--- config.mk ---
export PLATFORM = sky130hd
export DESIGN_NAME = windowed_watchdog_timer
export DESIGN_NICKNAME = d
export VERILOG_FILES = /design/src/hw/wdt_pkg.sv /design/src/hw/timeout_if.sv /design/src/hw/timeout_decode.sv /design/src/hw/windowed_watchdog_timer.sv
export SDC_FILE = /design/constraint.sdc
export NUM_CORES = 1
export LEC_CHECK = 0
export BUFFER_PORTS_ARGS = -buffer_cell sky130_fd_sc_hd__buf_2
export CORE_ASPECT_RATIO = 0.6
export CORE_MARGIN = 2
export CORE_UTILIZATION = 30
export CTS_BUF_LIST = sky130_fd_sc_hd__clkbuf_4 sky130_fd_sc_hd__clkbuf_8
export DETAILED_ROUTE_END_ITERATION = 10
export PLACE_DENSITY = 0.54
export SLEW_MARGIN = 20
export SYNTH_ARGS = -nofsm -noshare
export SYNTH_HDL_FRONTEND = slang
export SYNTH_SLANG_ARGS = --single-unit
--- constraint.sdc ---
create_clock -name clk_in -period 11.2 [get_ports clk_in]
set_input_delay 1.68 -clock clk_in [delete_from_list [all_inputs] [get_ports clk_in]]
set_output_delay 1.68 -clock clk_in [all_outputs]
set_load 0.05 [all_outputs]
--- src/hw/wdt_pkg.sv ---
// constants and types shared by the windowed watchdog timer
package wdt_pkg;

  localparam int unsigned CODE_W = 4;
  localparam int unsigned CNT_W = 14;
  localparam int unsigned CTRL_W = 8;

  // control register field positions
  localparam int unsigned PERIOD_LSB = 0;
  localparam int unsigned WINDOW_LSB = 4;

  // value after reset, before the fuse image is loaded
  localparam logic [CTRL_W-1:0] CTRL_RESET = 8'h00;
  localparam logic LOCK_RESET = 1'b0;

  // timeout codes: code 1 is the base period, each further code doubles it
  localparam logic [CODE_W-1:0] CODE_OFF = 4'h0;
  localparam logic [CODE_W-1:0] CODE_MAX = 4'hB;
  localparam int unsigned OSC_RATE_HZ = 1000;
  localparam int unsigned BASE_TIMEOUT_MS = 8;
  localparam int unsigned BASE_TICKS = (BASE_TIMEOUT_MS * OSC_RATE_HZ) / 1000;
  localparam logic [CNT_W-1:0] BASE_CYCLES = CNT_W'(BASE_TICKS);
  localparam logic [CNT_W-1:0] MAX_CYCLES = CNT_W'(BASE_TICKS << (CODE_MAX - 4'h1));

  // crossing into the oscillator domain: the third oscillator edge applies the value
  localparam logic [1:0] SYNC_LAST_TICK = 2'h2;

  typedef enum logic [2:0] {
    ST_OFF    = 3'b000,
    ST_NORMAL = 3'b001,
    ST_ARMED  = 3'b010,
    ST_CLOSED = 3'b011,
    ST_OPEN   = 3'b100,
    ST_HALT   = 3'b101
  } wdt_state_t;

endpackage

--- src/hw/timeout_if.sv ---
// timeout code to cycle count link between the core and its decoders
`timescale 1ns/1ps
`default_nettype none
interface timeout_if;
  import wdt_pkg::*;
  logic [CODE_W-1:0] code;
  logic [CNT_W-1:0] cycles;
  modport dec (input code, output cycles);
  modport user (output code, input cycles);
endinterface
`default_nettype wire

--- src/hw/timeout_decode.sv ---
// decodes a four-bit timeout code into watchdog oscillator cycles
`timescale 1ns/1ps
`default_nettype none
module timeout_decode
  import wdt_pkg::*;
(
  timeout_if.dec tmo
);

  always_comb begin
    if (tmo.code == CODE_OFF) begin
      tmo.cycles = '0;
    end else if (tmo.code <= CODE_MAX) begin
      tmo.cycles = CNT_W'(BASE_CYCLES << (tmo.code - 4'h1));
    end else begin
      // reserved codes fall back to the longest period rather than disabling
      tmo.cycles = MAX_CYCLES;
    end
  end

endmodule // timeout_decode
`default_nettype wire

--- src/hw/windowed_watchdog_timer.sv ---
// windowed watchdog timer with protected control, lock and debug handling
// Behaviour
// - enabled watchdog issues system reset when no clear arrives before timeout.
// - counter advances on edges of the independent 1 kHz watchdog oscillator.
// - eleven timeout lengths, 8 ms to 8 s, picked by the period field.
// - non-zero period field enables the watchdog, zero disables it.
// - each accepted clear restarts the counter with a fresh period.
// - window field zero gives normal mode, one period, no closed interval.
// - non-zero window field turns window mode on, zero turns it off.
// - clear during the closed interval causes a system reset.
// - open interval follows the closed one; total timeout is their sum.
// - after enabling window mode or leaving debug, first clear starts closed.
// - counting continues in any power mode only while the system clock runs; the oscillator is sampled on clk_in.
// - debug halt stops counting and clears the counter.
// - leaving debug in window mode runs one normal period first.
// - control and lock writes only count during the protection unlock window.
// - control writes are ignored while the lock bit is set.
// - lock accepts only writes of one; only debug mode clears it.
// - control loads from fuses at boot; enabled fuse image sets lock.
// - control writes reach the counter only after crossing to the oscillator.
// - pending flag is high while a control write crosses domains.
// - clear takes two to three oscillator cycles; clears meanwhile are ignored.
`timescale 1ns/1ps
`default_nettype none
module windowed_watchdog_timer
  import wdt_pkg::*;
(
  input wire logic clk_in,
  input wire logic rst_in,
  input wire logic watchdog_osc_clock_in,
  input wire logic [CTRL_W-1:0] watchdog_fuse_config_in,
  input wire logic config_change_protection_in,
  input wire logic ctrl_wr_in,
  input wire logic [CTRL_W-1:0] ctrl_wdata_in,
  input wire logic lock_wr_in,
  input wire logic lock_wdata_in,
  input wire logic watchdog_clear_instruction_in,
  input wire logic debug_halt_in,
  input wire logic debug_lock_clear_in,
  output logic [CTRL_W-1:0] watchdog_control_reg_out,
  output logic lock_out,
  output logic sync_pending_flag_out,
  output logic clear_pending_out,
  output logic [2:0] wdt_state_out,
  output logic system_reset_out
);

  typedef struct packed {
    logic boot;
    logic osc_prev;
    logic [CTRL_W-1:0] ctrl;
    logic [CTRL_W-1:0] eff;
    logic lock;
    logic ctrl_pend;
    logic [1:0] ctrl_ticks;
    logic clr_pend;
    logic [1:0] clr_ticks;
    wdt_state_t st;
    logic [CNT_W-1:0] cnt;
    logic sys_rst;
  } wdt_regs_t;

  wdt_regs_t state_ff;
  wdt_regs_t nxt_state;

  timeout_if per_if ();
  timeout_if win_if ();

  timeout_decode u_per_decode (
    .tmo (per_if.dec)
  );

  timeout_decode u_win_decode (
    .tmo (win_if.dec)
  );

  logic osc_tick;
  logic [CODE_W-1:0] eff_period;
  logic [CODE_W-1:0] eff_window;
  logic per_on;
  logic win_on;
  logic fuse_enabled;
  logic ctrl_accept;
  logic lock_accept;
  logic ctrl_apply;
  logic clr_fire;
  logic clr_start;
  wdt_state_t mode_st;
  logic [CNT_W-1:0] limit;
  logic cnt_last;
  logic in_closed;
  logic [CNT_W-1:0] last_count;
  wdt_state_t resume_st;
  wdt_state_t clr_st;
  logic clr_fatal;

  // the oscillator is sampled as a plain synchronous input, so the system
  // clock must run well above it; the counter only advances on system clock edges
  // limitation: with the system clock stopped no reset can be raised
  assign osc_tick = watchdog_osc_clock_in & ~state_ff.osc_prev;

  assign eff_period = state_ff.eff[PERIOD_LSB +: CODE_W];
  assign eff_window = state_ff.eff[WINDOW_LSB +: CODE_W];
  assign per_on = (eff_period != CODE_OFF);
  assign win_on = (eff_window != CODE_OFF);
  assign fuse_enabled = (watchdog_fuse_config_in[PERIOD_LSB +: CODE_W] != CODE_OFF);

  // the decoders see the applied copy, never a write still crossing
  assign per_if.code = eff_period;
  assign win_if.code = eff_window;

  // a write outside the unlock window is simply dropped
  assign ctrl_accept = ~state_ff.boot & ctrl_wr_in & config_change_protection_in
                       & ~state_ff.lock & ~state_ff.ctrl_pend;
  assign lock_accept = ~state_ff.boot & lock_wr_in & config_change_protection_in
                       & lock_wdata_in;

  assign ctrl_apply = state_ff.ctrl_pend & osc_tick
                      & (state_ff.ctrl_ticks == SYNC_LAST_TICK);
  assign clr_fire = state_ff.clr_pend & osc_tick
                    & (state_ff.clr_ticks == SYNC_LAST_TICK);

  // a clear landing in the cycle its predecessor completes starts a new crossing
  assign clr_start = watchdog_clear_instruction_in & ~debug_halt_in
                     & (~state_ff.clr_pend | clr_fire);

  // follow a live change of the window field without disturbing the count
  always_comb begin
    mode_st = state_ff.st;
    unique case (state_ff.st)
      ST_NORMAL: begin
        if (win_on) begin
          mode_st = ST_ARMED;
        end
      end
      ST_ARMED, ST_CLOSED, ST_OPEN: begin
        if (!win_on) begin
          mode_st = ST_NORMAL;
        end
      end
      ST_OFF, ST_HALT: begin
        mode_st = state_ff.st;
      end
      default: begin
        mode_st = ST_OFF;
      end
    endcase
  end

  assign in_closed = (mode_st == ST_CLOSED);
  assign limit = in_closed ? win_if.cycles : per_if.cycles;
  assign last_count = CNT_W'(limit - CNT_W'(1));
  // a live change to a shorter period must still expire, not wait for a wrap
  assign cnt_last = (state_ff.cnt >= last_count);

  // where counting starts from idle or after debug; window mode waits for a clear
  // a zero period keeps the watchdog idle whatever the window field holds
  always_comb begin
    if (!per_on) begin
      resume_st = ST_OFF;
    end else if (win_on) begin
      resume_st = ST_ARMED;
    end else begin
      resume_st = ST_NORMAL;
    end
  end

  // what a clear that has finished crossing does in each mode
  // a clear in the closed interval is fatal and leaves the counter idle
  always_comb begin
    clr_st = ST_OFF;
    clr_fatal = 1'b0;
    unique case (mode_st)
      ST_NORMAL: begin
        clr_st = ST_NORMAL;
      end
      ST_ARMED, ST_OPEN: begin
        clr_st = ST_CLOSED;
      end
      ST_CLOSED: begin
        clr_fatal = 1'b1;
        clr_st = ST_OFF;
      end
      default: begin
        clr_st = ST_OFF;
      end
    endcase
  end

  always_comb begin
    nxt_state = state_ff;
    nxt_state.osc_prev = watchdog_osc_clock_in;
    nxt_state.sys_rst = 1'b0;

    if (state_ff.boot) begin
      // fuse image is caught on the first edge after reset release
      nxt_state.boot = 1'b0;
      nxt_state.ctrl = watchdog_fuse_config_in;
      nxt_state.eff = watchdog_fuse_config_in;
      nxt_state.lock = fuse_enabled;
    end else begin
      // control register write and its crossing
      if (ctrl_accept) begin
        nxt_state.ctrl = ctrl_wdata_in;
        nxt_state.ctrl_pend = 1'b1;
        nxt_state.ctrl_ticks = 2'h0;
      end else if (ctrl_apply) begin
        nxt_state.eff = state_ff.ctrl;
        nxt_state.ctrl_pend = 1'b0;
        nxt_state.ctrl_ticks = 2'h0;
      end else if (state_ff.ctrl_pend && osc_tick) begin
        nxt_state.ctrl_ticks = state_ff.ctrl_ticks + 2'h1;
      end

      // lock: software may only set it; a set in the same cycle beats a clear
      if (lock_accept) begin
        nxt_state.lock = 1'b1;
      end else if (debug_halt_in && debug_lock_clear_in) begin
        nxt_state.lock = 1'b0;
      end

      // clear instruction crossing
      if (clr_start) begin
        nxt_state.clr_pend = 1'b1;
        nxt_state.clr_ticks = 2'h0;
      end else if (clr_fire) begin
        nxt_state.clr_pend = 1'b0;
        nxt_state.clr_ticks = 2'h0;
      end else if (state_ff.clr_pend && osc_tick) begin
        nxt_state.clr_ticks = state_ff.clr_ticks + 2'h1;
      end

      // counter and mode sequencing
      if (debug_halt_in) begin
        nxt_state.st = ST_HALT;
        nxt_state.cnt = '0;
        nxt_state.clr_pend = 1'b0;
        nxt_state.clr_ticks = 2'h0;
      end else if (state_ff.st == ST_HALT) begin
        nxt_state.cnt = '0;
        // armed runs a plain period; the first clear opens the closed interval
        nxt_state.st = resume_st;
      end else if (!per_on) begin
        nxt_state.st = ST_OFF;
        nxt_state.cnt = '0;
      end else if (state_ff.st == ST_OFF) begin
        nxt_state.cnt = '0;
        nxt_state.st = resume_st;
      end else if (clr_fire) begin
        nxt_state.cnt = '0;
        nxt_state.st = clr_st;
        nxt_state.sys_rst = clr_fatal;
      end else if (osc_tick) begin
        if (cnt_last) begin
          nxt_state.cnt = '0;
          if (in_closed) begin
            nxt_state.st = ST_OPEN;
          end else begin
            nxt_state.sys_rst = 1'b1;
            nxt_state.st = ST_OFF;
          end
        end else begin
          nxt_state.cnt = state_ff.cnt + CNT_W'(1);
          nxt_state.st = mode_st;
        end
      end else begin
        nxt_state.st = mode_st;
      end
    end
  end

  always_ff @(posedge clk_in or posedge rst_in) begin
    if (rst_in) begin
      state_ff.boot <= 1'b1;
      state_ff.osc_prev <= 1'b0;
      state_ff.ctrl <= CTRL_RESET;
      state_ff.eff <= CTRL_RESET;
      state_ff.lock <= LOCK_RESET;
      state_ff.ctrl_pend <= 1'b0;
      state_ff.ctrl_ticks <= 2'h0;
      state_ff.clr_pend <= 1'b0;
      state_ff.clr_ticks <= 2'h0;
      state_ff.st <= ST_OFF;
      state_ff.cnt <= '0;
      state_ff.sys_rst <= 1'b0;
    end else begin
      state_ff <= nxt_state;
    end
  end

  assign watchdog_control_reg_out = state_ff.ctrl;
  assign lock_out = state_ff.lock;
  assign sync_pending_flag_out = state_ff.ctrl_pend;
  assign clear_pending_out = state_ff.clr_pend;
  assign wdt_state_out = state_ff.st;
  assign system_reset_out = state_ff.sys_rst;

endmodule // windowed_watchdog_timer
`default_nettype wire

==> flow_summary.toml, run 1 <==
[floorplan]
io_pins = 41
die_area_um2 = 10900
start_util_pct = 30.6
floorplan.die.width_um = 133
core_area_um2 = 9810
die_h_um = 81.5
core.rowCount = 28

[detailed_routing]
routed_wl_mm = 7.76
drc = 0
num_vias = 2698
drtIter0Drc = 190
drt_pass1_iterations = 5
antenna_left = 0
via_per_inst = 5.25
wl_per_cell_um = 15.1

[logic_synthesis]
ys_ff_latch = 43
synth_most_common_cell = "nand2_1"
synth_nets = 397
synth_common_cells = "nand2_1 (45), dfrtp_1 (42), a21oi_1 (28)"
synth_area_leaders = "dfrtp_1 (35%), nand2_1 (5.6%), ha_1 (5.4%), mux2i_1 (5.0%), a21oi_1 (4.7%)"
ys_types = 53
synth_edf_count = 0
syn_area_um2 = 3010
synth_top_cell_area_share_pct = 35.0
yosysWarnings = 0
synthDominantAreaCellType = "dfrtp_1"
synthesis.instances = 358
syn_avg_cell_area_um2 = 8.39
ys_seq_area_share_pct = 35.8
synth_top_flop_cell = "dfrtp_1"
synthArstFlopShare_pct = 100

[power_and_ir_drop]
leakagePower_nw = 1.45
p_sw_share_pct = 41.1
internal-power_uw = 318
pwr-share-comb_pct = 36.9
power_density_nw_per_um2 = 161
ir_drop_v = 0.0000721
p_seq_share_pct = 38.8
total_power_uw = 539
p_clk_share_pct = 24.3
p_sw_uw = 221

[setup_path]
critical_path.endpoint_type = "flop"
rrSetupSlack_ns = 6.48
path_cells = "or2_2 -> nor3_2 -> nor2_1 -> or3_1 -> o32a_1 -> ha_1 -> and3_1 -> nand2_1 -> xnor2_1 -> ha_1 -> a21oi_1 -> o21ai_0 -> o21ai_0 -> nor2b_1 -> mux2i_1 -> o22ai_1"
reg2reg_from = "eff_window[3]$_DFFE_PP0P_"
critPathArrivalTime_ns = 4.90
crit_path_end = "wdt_state_out[2]$_DFFE_PP0N_"
start_kind = "flop"
worstSetupPathType = "flop to flop"
critPathRequiredTime_ns = 11.38
r2r_end = "wdt_state_out[2]$_DFFE_PP0N_"
crit_fanout = 12
crit_slowest_cell = "nor2b_1"
startpoint = "eff_window[3]$_DFFE_PP0P_"
worstRegToRegCells = 16
max_stage_delay_ns = 0.78

[timing]
layout_setup_ws_ns = 6.48
period_minus_slack_ns = 4.72
tns_ns = 0
finalSetupViolCount = 0
max_freq_mhz = 212
post-route-period-util_pct = 42.1
finalHoldViolCount = 0
fin_skew_ns = 0.00525
drv_slew = 0
holdWs_ns = 0.487
slew_headroom_pct = 35.4
tightest_slew_ns = 0.968
grt_setup_unrepaired = "no"

[place]
port-buffer-count = 40
dp_slack_ns = 6.56
place_area_um2 = 3240
hpwl_mm = 5.78
gp_congestion = 0.899

[global_routing]
met3_usage_pct = 3.95
grt_pass1_vias = 2394
grt_max_degree = 44
grt_antenna_before_repair = 0
met2_usage_pct = 19.4
grt_most_used_layer = "met1"
grt_use_met1_pct = 23.5
grt_first_pass_wirelength_mm = 12.6
grt-ovfl-total = 0
grt.total_usage_pct = 14.8

[clock_network]
cts_root_buf = "clkbuf_8"
cts_inserted_buffers = 5
path_clk_slew_ns = 0.08
ctsHoldBuffers = 0
cts_tree = "done"
htreeDepth = 2
clk_latency_ns = 0.31
cts_buffer_depth = 2
cts_sinks = 43
cts_resized = 0
postCtsSetupBuffers = 0

[finish]
drive_above_1_share_pct = 15.6
nets = 417
finalInstanceArea_um2 = 3350
fillerInstances = 1057
syn_to_final_growth_pct = 11.4
antenna_cells = 0

[job]
maxCapViolations = 0

[outcome]
status = "finished, final reports clean"

[worst_hold_path]
hp-class = "flop to flop"
## worst min path at each step
| stage | from | endpoint | slack, ns | cells past startpoint |
|---|---|---|---|---|
| 2_1_floorplan | state_ff[19]$_DFFE_PP0P_ | state_ff[19]$_DFFE_PP0P_ | 0.44 | 1 |
| 3_3_place_gp | state_ff[19]$_DFFE_PP0P_ | state_ff[19]$_DFFE_PP0P_ | 0.47 | 1 |
| 3_5_place_dp | state_ff[19]$_DFFE_PP0P_ | state_ff[19]$_DFFE_PP0P_ | 0.47 | 1 |
| 4_1_cts | state_ff[19]$_DFFE_PP0P_ | state_ff[19]$_DFFE_PP0P_ | 0.48 | 1 |
| 5_1_grt | state_ff[19]$_DFFE_PP0P_ | state_ff[19]$_DFFE_PP0P_ | 0.50 | 1 |
| 6_report | state_ff[19]$_DFFE_PP0P_ | state_ff[19]$_DFFE_PP0P_ | 0.49 | 1 |
## layer usage
layer	up-vias	wire length, µm
met4	0	62
met5	-	0
met3	7	602
li1	1336	-
met2	87	2830
met1	1268	4270
## placed cells by master, fill, tap and decap left out, types with 5 or more instances in the layout
cell and n:
a211oi_1 5, a21oi_1 28, a31oi_1 11, a32oi_1 5, and3_1 7, buf_2 40, clkbuf_8 5, dfrtp_1 42
ha_1 13, inv_1 11, mux2i_1 15, nand2_1 45, nand2b_1 7, nand3_1 13, nand4_1 8, nor2_1 25
nor2b_1 6, nor3_1 5, o21ai_0 24, xor2_1 5
## metrics by stage
| step | util [%] | std cells |
|---|---|---|
| final | 34.1 | 514 |
| after global routing | 34.1 | 514 |
| after floorplan | - | 358 |
| after CTS | 34.1 | 514 |
| after detailed placement | 33.0 | 506 |
| after global placement | 33.0 | 506 |
## cell families (layout without fill, tap and decap cells)
logic type               after synthesis  count (layout)  synth area share [%]
AO/OA/AOI/OAI                         97              97                  20.3
XOR/XNOR                               9               9                  2.62
adder cells (fa/ha/maj)               13              13                  5.41
buffers and inverters                 40              61                  6.58
flip-flops                            43              43                  35.8
multiplexers                          15              15                  5.00
other                                  1               1                 0.125
AND/OR/NAND/NOR                      140             140                  24.1
## power groups by stage
stage / registers (mW) / clock network [mW] / logic, mW
final: 0.209 / 0.131 / 0.199
after global routing: 0.215 / 0.140 / 0.223
after CTS: 0.209 / 0.134 / 0.199
after detailed placement: 0.212 / 0 / 0.198
after global placement: 0.212 / 0 / 0.196
after floorplan: 0.201 / 0 / 0.170
## flip-flops by register name, indices dropped and copies added (netlist names)
signal                    count
eff_period                    4
eff_window                    4
system_reset_out              1
clear_pending_out             1
watchdog_control_reg_out      8
lock_out                      1
wdt_state_out                 3
sync_pending_flag_out         1
state_ff                     20
## layout make-up
| type | count | area, µm² | area share (%) |
|---|---|---|---|
| repair buffers | 41 | 208 | 6.20 |
| well taps | 135 | 169 | 5.04 |
| multi-input cells | 275 | 1740 | 51.8 |
| flip-flops and latches | 43 | 1080 | 32.2 |
| clock buffers | 7 | 83.8 | 2.50 |
| inverters | 12 | 45.0 | 1.34 |
| clock inverters | 1 | 30.0 | 0.897 |
## worst max-delay path, delay by kind of cell (launching register included)
kind,cells,cell delay (ns)
AND/OR/NAND/NOR,7,2.31
multiplexers,1,0.27
XOR/XNOR,1,0.12
flip-flops,1,0.51
adder cells (fa/ha/maj),2,0.48
AO/OA/AOI/OAI,5,0.89
(Power assumes the default switching activity.)
==> run 2: changes to the inputs <==
--- a/config.mk
+++ b/config.mk
@@ -5,6 +5,7 @@
 export SDC_FILE = /design/constraint.sdc
 export NUM_CORES = 1
 export LEC_CHECK = 0
+export ABC_AREA = 1
 export BUFFER_PORTS_ARGS = -buffer_cell sky130_fd_sc_hd__buf_2
 export CORE_ASPECT_RATIO = 0.6
 export CORE_MARGIN = 2
==> constraint.sdc (replaced) <==
create_clock -name clk_in -period 4.6 [get_ports clk_in]
set_input_delay 0.69 -clock clk_in [delete_from_list [all_inputs] [get_ports clk_in]]
set_output_delay 0.69 -clock clk_in [all_outputs]
set_load 0.05 [all_outputs]
==> run 2 against run 1 <==
Effect of this change:
- sequential share of layout area is 2.6 points lower
- count of clock-buffer cells in the layout is 2 lower
- setup slack worse by 5.3 ns
- area after synthesis rose by 8.6%
- combinational power is 120% higher
- hold slack better by 0.0048 ns
- first-iteration DRC count fell by 9.5%
- non-clock buffer count shrank 1
- total power increased by 140%
- critical path type unchanged
- largest power group unchanged
- highest routed layer unchanged
==> flow_summary.toml, run 2 <==
[outcome]
status = "finished, final reports clean"

[place]
gp_congestion = 0.962
port-buffer-count = 40
place_area_um2 = 3510
hpwl_mm = 6.30
dp_slack_ns = 1.21

[clock_network]
cts_resized = 0
path_clk_slew_ns = 0.10
cts_tree = "done"
cts_sinks = 43
cts_buffer_depth = 2
htreeDepth = 2
clk_latency_ns = 0.31
postCtsSetupBuffers = 0
ctsHoldBuffers = 0
cts_root_buf = "clkbuf_8"
cts_inserted_buffers = 5

[power_and_ir_drop]
power_density_nw_per_um2 = 350
leakagePower_nw = 1.89
internal-power_uw = 765
p_clk_share_pct = 28.7
p_seq_share_pct = 36.3
ir_drop_v = 0.000145
pwr-share-comb_pct = 34.9
p_sw_uw = 511
p_sw_share_pct = 40.0
total_power_mw = 1.28

[timing]
period_minus_slack_ns = 3.44
drv_slew = 0
max_freq_mhz = 290
fin_skew_ns = 0.0124
post-route-period-util_pct = 74.9
tns_ns = 0
finalHoldViolCount = 0
grt_setup_unrepaired = "no"
tightest_slew_ns = 0.956
holdWs_ns = 0.492
layout_setup_ws_ns = 1.16
finalSetupViolCount = 0
slew_headroom_pct = 36.2

[logic_synthesis]
synthArstFlopShare_pct = 100
synth_area_leaders = "dfrtp_1 (32%), nand2_1 (12%), inv_1 (8.3%), nor2_1 (5.1%), ha_1 (5.0%)"
ys_seq_area_share_pct = 33.0
synthDominantAreaCellType = "dfrtp_1"
ys_types = 48
syn_avg_cell_area_um2 = 7.13
synth_top_cell_area_share_pct = 32.2
synth_top_flop_cell = "dfrtp_1"
synth_nets = 497
synth_common_cells = "nand2_1 (106), inv_1 (72), nor2_1 (44)"
synthesis.instances = 458
synth_most_common_cell = "nand2_1"
yosysWarnings = 0
ys_ff_latch = 43
synth_edf_count = 0
syn_area_um2 = 3260

[setup_path]
crit_slowest_cell = "dfrtp_1"
max_stage_delay_ns = 0.43
path_cells = "nor2_2 -> nand2_4 -> nand4_4 -> nand3_2 -> inv_2 -> nand2_1 -> o21ai_1 -> inv_1 -> ha_1 -> inv_1 -> nor2_2 -> nand3_1 -> nand2_1 -> ha_1 -> nand2_1 -> nor2_1 -> and2_1 -> nand2_1 -> nand3_1 -> nand2_1 -> o21ai_0 -> nor2_1 -> nand2_1 -> a22oi_1"
worstSetupPathType = "flop to flop"
startpoint = "eff_window[2]$_DFFE_PP0P_"
reg2reg_from = "eff_window[2]$_DFFE_PP0P_"
critPathMostFrequentCell = "nand2_1"
critical_path.endpoint_type = "flop"
start_kind = "flop"
critPathRequiredTime_ns = 4.77
critPathArrivalTime_ns = 3.61
crit_fanout = 13
worstRegToRegCells = 24

[finish]
drive_above_1_share_pct = 19.6
nets = 527
final_cell_mix = "nand2_1 (106), inv_1 (71), nor2_1 (44)"
syn_to_final_growth_pct = 11.8
largest_register = "state_ff"
antenna_cells = 0
layout_commonest_cell = "nand2_1"
finalInstanceArea_um2 = 3650
largest_reg_flops = 20

[job]
maxCapViolations = 0

[global_routing]
met2_usage_pct = 19.0
grt_use_met1_pct = 22.2
grt_antenna_before_repair = 0
met3_usage_pct = 2.62
grt-ovfl-total = 0
grt.total_usage_pct = 14.0
grt_pass1_vias = 2702
grt_max_degree = 44
grt_most_used_layer = "met1"
grt_first_pass_wirelength_mm = 13.3

[worst_hold_path]
hp-class = "input port to flop"
min_from = "watchdog_osc_clock_in"
hold-path-cell-count = 1

[detailed_routing]
drtIter0Drc = 172
routed_wl_mm = 7.90
via_per_inst = 4.78
wl_per_cell_um = 12.6
num_vias = 3001
drc = 0
antenna_left = 0
drt_pass1_iterations = 4

[floorplan]
start_util_pct = 30.8
io_pins = 41
die_h_um = 84.8
floorplan.die.width_um = 139
die_area_um2 = 11800
core_area_um2 = 10600
core.rowCount = 29
[run 2: critical path, delay by kind of cell, from the launching register on]
family,cells,cell delay (ns)
flip-flops,1,0.43
buffers and inverters,3,0.37
adder cells (fa/ha/maj),2,0.55
AND/OR/NAND/NOR,16,1.55
AO/OA/AOI/OAI,3,0.41
[run 2: metrics by stage]
step	util (%)	cells
after global routing	34.4	628
after detailed placement	33.2	620
after global placement	33.2	620
final	34.4	628
after floorplan	-	458
after CTS	34.4	628
[run 2: cell families after synthesis]
kind of cell             share of synthesized area [%]
AO/OA/AOI/OAI                                     14.8
XOR/XNOR                                          1.88
adder cells (fa/ha/maj)                           4.98
buffers and inverters                             12.9
flip-flops                                        33.0
other                                            0.115
AND/OR/NAND/NOR                                   32.4
[run 2: path summary, 6_finish.rpt]
kind                       slack, ns                           end
max in group asynchronous       3.41    system_reset_out$_DFF_PP0_
min in group asynchronous       0.59          lock_out$_DFFE_PP0P_
min reg2reg                     0.49      state_ff[22]$_DFFE_PP0P_
min                             0.49        state_ff[41]$_DFF_PP0_
max reg2reg                     1.16  wdt_state_out[2]$_DFFE_PP0N_
max                             1.16  wdt_state_out[2]$_DFFE_PP0N_
[run 2: power groups by stage]
| stage | Sequential [mW] | Clock (mW) | Combinational, mW |
|---|---|---|---|
| after floorplan | 0.480 | 0 | 0.352 |
| after global placement | 0.469 | 0 | 0.443 |
| after detailed placement | 0.471 | 0 | 0.444 |
| after CTS | 0.464 | 0.373 | 0.445 |
| after global routing | 0.471 | 0.392 | 0.498 |
| final | 0.464 | 0.366 | 0.446 |
[run 2: cell type report]
cell class                      count  area, µm²
Fill cell                        1124       6950
Tap cell                          139        174
Clock buffer                        5       68.8
Sequential cell                    43       1080
Clock inverter                      3       67.6
Timing Repair Buffer               40        200
Inverter                           78        295
Multi-Input combinational cell    320       1770
[run 2: layer usage]
metal | part of all wire, % | up-vias
li1 | - | 1525
met1 | 57 | 1379
met2 | 37 | 90
met3 | 5.1 | 7
met4 | 0.81 | 0
met5 | 0 | -
==> run 3: changes to the inputs <==
--- a/config.mk
+++ b/config.mk
@@ -12,7 +12,7 @@
 export CORE_UTILIZATION = 30
 export CTS_BUF_LIST = sky130_fd_sc_hd__clkbuf_4 sky130_fd_sc_hd__clkbuf_8
 export DETAILED_ROUTE_END_ITERATION = 10
-export PLACE_DENSITY = 0.54
+export PLACE_DENSITY = 0.55
 export SLEW_MARGIN = 20
 export SYNTH_ARGS = -nofsm -noshare
 export SYNTH_HDL_FRONTEND = slang
==> constraint.sdc (replaced) <==
create_clock -name clk_in -period 2.9 [get_ports clk_in]
set_input_delay 0.435 -clock clk_in [delete_from_list [all_inputs] [get_ports clk_in]]
set_output_delay 0.435 -clock clk_in [all_outputs]
set_load 0.05 [all_outputs]
==> run 3 against run 2 <==
Effect of this change:
- the run now ends with setup timing left
- critical path depth is 1 higher
- hold slack worse by 0.27 ns
- first-iteration DRC count is 11% higher
- die area stayed put
- critical endpoint is now wdt_state_out[1]$_DFFE_PP0N_
- largest cell class unchanged
- highest routed layer unchanged
==> flow_summary.toml, run 3 (same netlist as run 2, synthesis figures left out) <==
[outcome]
violations = "setup timing"
status = "finished, violations left"

[global_routing]
grt_max_degree = 44
grt_first_pass_wirelength_mm = 14.6
grt-ovfl-total = 0
grt.total_usage_pct = 15.5
grt_antenna_before_repair = 0
grt_pass1_vias = 2977

[timing]
holdWs_ns = 0.218
post-route-period-util_pct = 103
layout_setup_ws_ns = -0.0958
max_freq_mhz = 334
fin_skew_ns = 0.00850
finalSetupViolCount = 8
tightest_slew_ns = 0.786
period_minus_slack_ns = 3.00
tns_ns = -0.322
drv_slew = 0
finalHoldViolCount = 0
grt_setup_unrepaired = "yes"
slew_headroom_pct = 47.5

[finish]
multiInputGateArea_um2 = 2020
drive_above_1_share_pct = 33.2
final_cell_mix = "nand2_1 (94), inv_1 (67), dfrtp_1 (42)"
seqCellArea_um2 = 1080
antenna_cells = 0
nets = 562
syn_to_final_growth_pct = 27.1
largest_register = "state_ff"
utilization_pct = 39.2
layout_commonest_cell = "nand2_1"
largest_reg_flops = 20
fillerInstances = 1114

[setup_path]
crit_fanout = 7
critPathRequiredTime_ns = 3.12
critical_path.endpoint_type = "flop"
critPathArrivalTime_ns = 3.22
start_kind = "flop"
worstSetupPathType = "flop to flop"

[clock_network]
cts_sinks = 43
path_clk_slew_ns = 0.10
ctsHoldBuffers = 0
cts_root_buf = "clkbuf_8"
cts_tree = "done"
cts_inserted_buffers = 5
clk_latency_ns = 0.33
htreeDepth = 2
cts_buffer_depth = 2

[floorplan]
core.rowCount = 29
die_area_um2 = 11800
io_pins = 41
floorplan.die.width_um = 139
start_util_pct = 30.8
die_h_um = 84.8
core_area_um2 = 10600

[detailed_routing]
drtIter0Drc = 191
via_per_inst = 4.81
wl_per_cell_um = 13.5
drt_pass1_iterations = 4
antenna_left = 0
drc = 0
routed_wl_mm = 8.97
num_vias = 3192

[job]
maxCapViolations = 0

[power_and_ir_drop]
power_density_nw_per_um2 = 498
ir_drop_v = 0.000252
leakagePower_nw = 2.08

[place]
port-buffer-count = 40
gp_congestion = 0.903
hpwl_mm = 6.84

[worst_hold_path]
hp-class = "input port to asynchronous set/reset pin"
==> run 3: worst max-delay path: stages (launching register included) <==
cell and delay [ns]:
dfrtp_1 0.40, nor2_4 0.06, nand2_4 0.08, nand4_4 0.17
nand3_2 0.14, inv_2 0.06, a22oi_2 0.23, buf_4 0.16
nand2_2 0.05, nor2_4 0.14, nand4_1 0.12, ha_1 0.34
nand2_4 0.07, nor2_4 0.11, and2_4 0.14, nand2_2 0.04
nand3_2 0.07, nand2_2 0.07, nand2_1 0.08, nand2_1 0.05
nand2_1 0.06, nand2_1 0.05, nand2_1 0.05, nand2_1 0.04
nand2_1 0.06, nand2_1 0.04
==> run 3: routing by layer <==
metal  track usage (%)  vias up  wire (µm)
met1              23.2     1500       4710
met3              2.45        9        418
met2              23.0       81       3740
li1                  -     1602          -
met5                 0        -          0
met4              4.68        0        108
==> run 3: cell type report <==
| type | instances | share of cell area (%) |
|---|---|---|
| clock buffer | 5 | 1.66 |
| multi-input combinational | 320 | 48.8 |
| inverter | 78 | 7.39 |
| tap | 139 | 4.19 |
| sequential | 43 | 26.0 |
| timing repair buffer | 75 | 11.5 |
| clock inverter | 3 | 0.483 |
==> run 3: repair_timing <==
action | in CTS | in global routing
buffers inserted | 5 | 5
pin swaps | 13 | 26
setup endpoints to repair | 14 | 18
resized for setup | 25 | 36
==> run 3: power breakdown <==
part | total, mW | switching [mW] | internal [mW]
clock network | 0.419 | 0.251 | 0.168
registers | 0.721 | 0.0599 | 0.661
logic | 0.926 | 0.599 | 0.327
total | 2.07 | 0.910 | 1.16
==> run 3: through the flow <==
| step | instances | power (mW) | setup slack (ns) | instance area, µm² |
|---|---|---|---|---|
| 2_1_floorplan | 458 | 1.32 | -0.00750 | 3280 |
| 3_3_place_gp | 645 | 1.52 | -0.0637 | 3710 |
| 3_5_place_dp | 645 | 1.53 | -0.116 | 3710 |
| 4_1_cts | 658 | 2.01 | -0.0352 | 3960 |
| 5_1_grt | 663 | 2.20 | -0.335 | 4150 |
| 6_report | 663 | 2.07 | -0.0958 | 4150 |
==> run 3: worst paths after layout <==
path | startpoint | to | slack (ns) | depth (start not counted)
min reg2reg | state_ff[22]$_DFFE_PP0P_ | state_ff[22]$_DFFE_PP0P_ | 0.50 | 1
min in group clk_in | watchdog_osc_clock_in | state_ff[41]$_DFF_PP0_ | 0.22 | 1
max | eff_window[2]$_DFFE_PP0P_ | wdt_state_out[1]$_DFFE_PP0N_ | -0.1 | 25
min | rst_in | watchdog_control_reg_out[2]$_DFFE_PP0P_ | 0.22 | 2
max reg2reg | eff_window[2]$_DFFE_PP0P_ | wdt_state_out[1]$_DFFE_PP0N_ | -0.1 | 25
max in group asynchronous | rst_in | wdt_state_out[1]$_DFFE_PP0N_ | 2.21 | 2
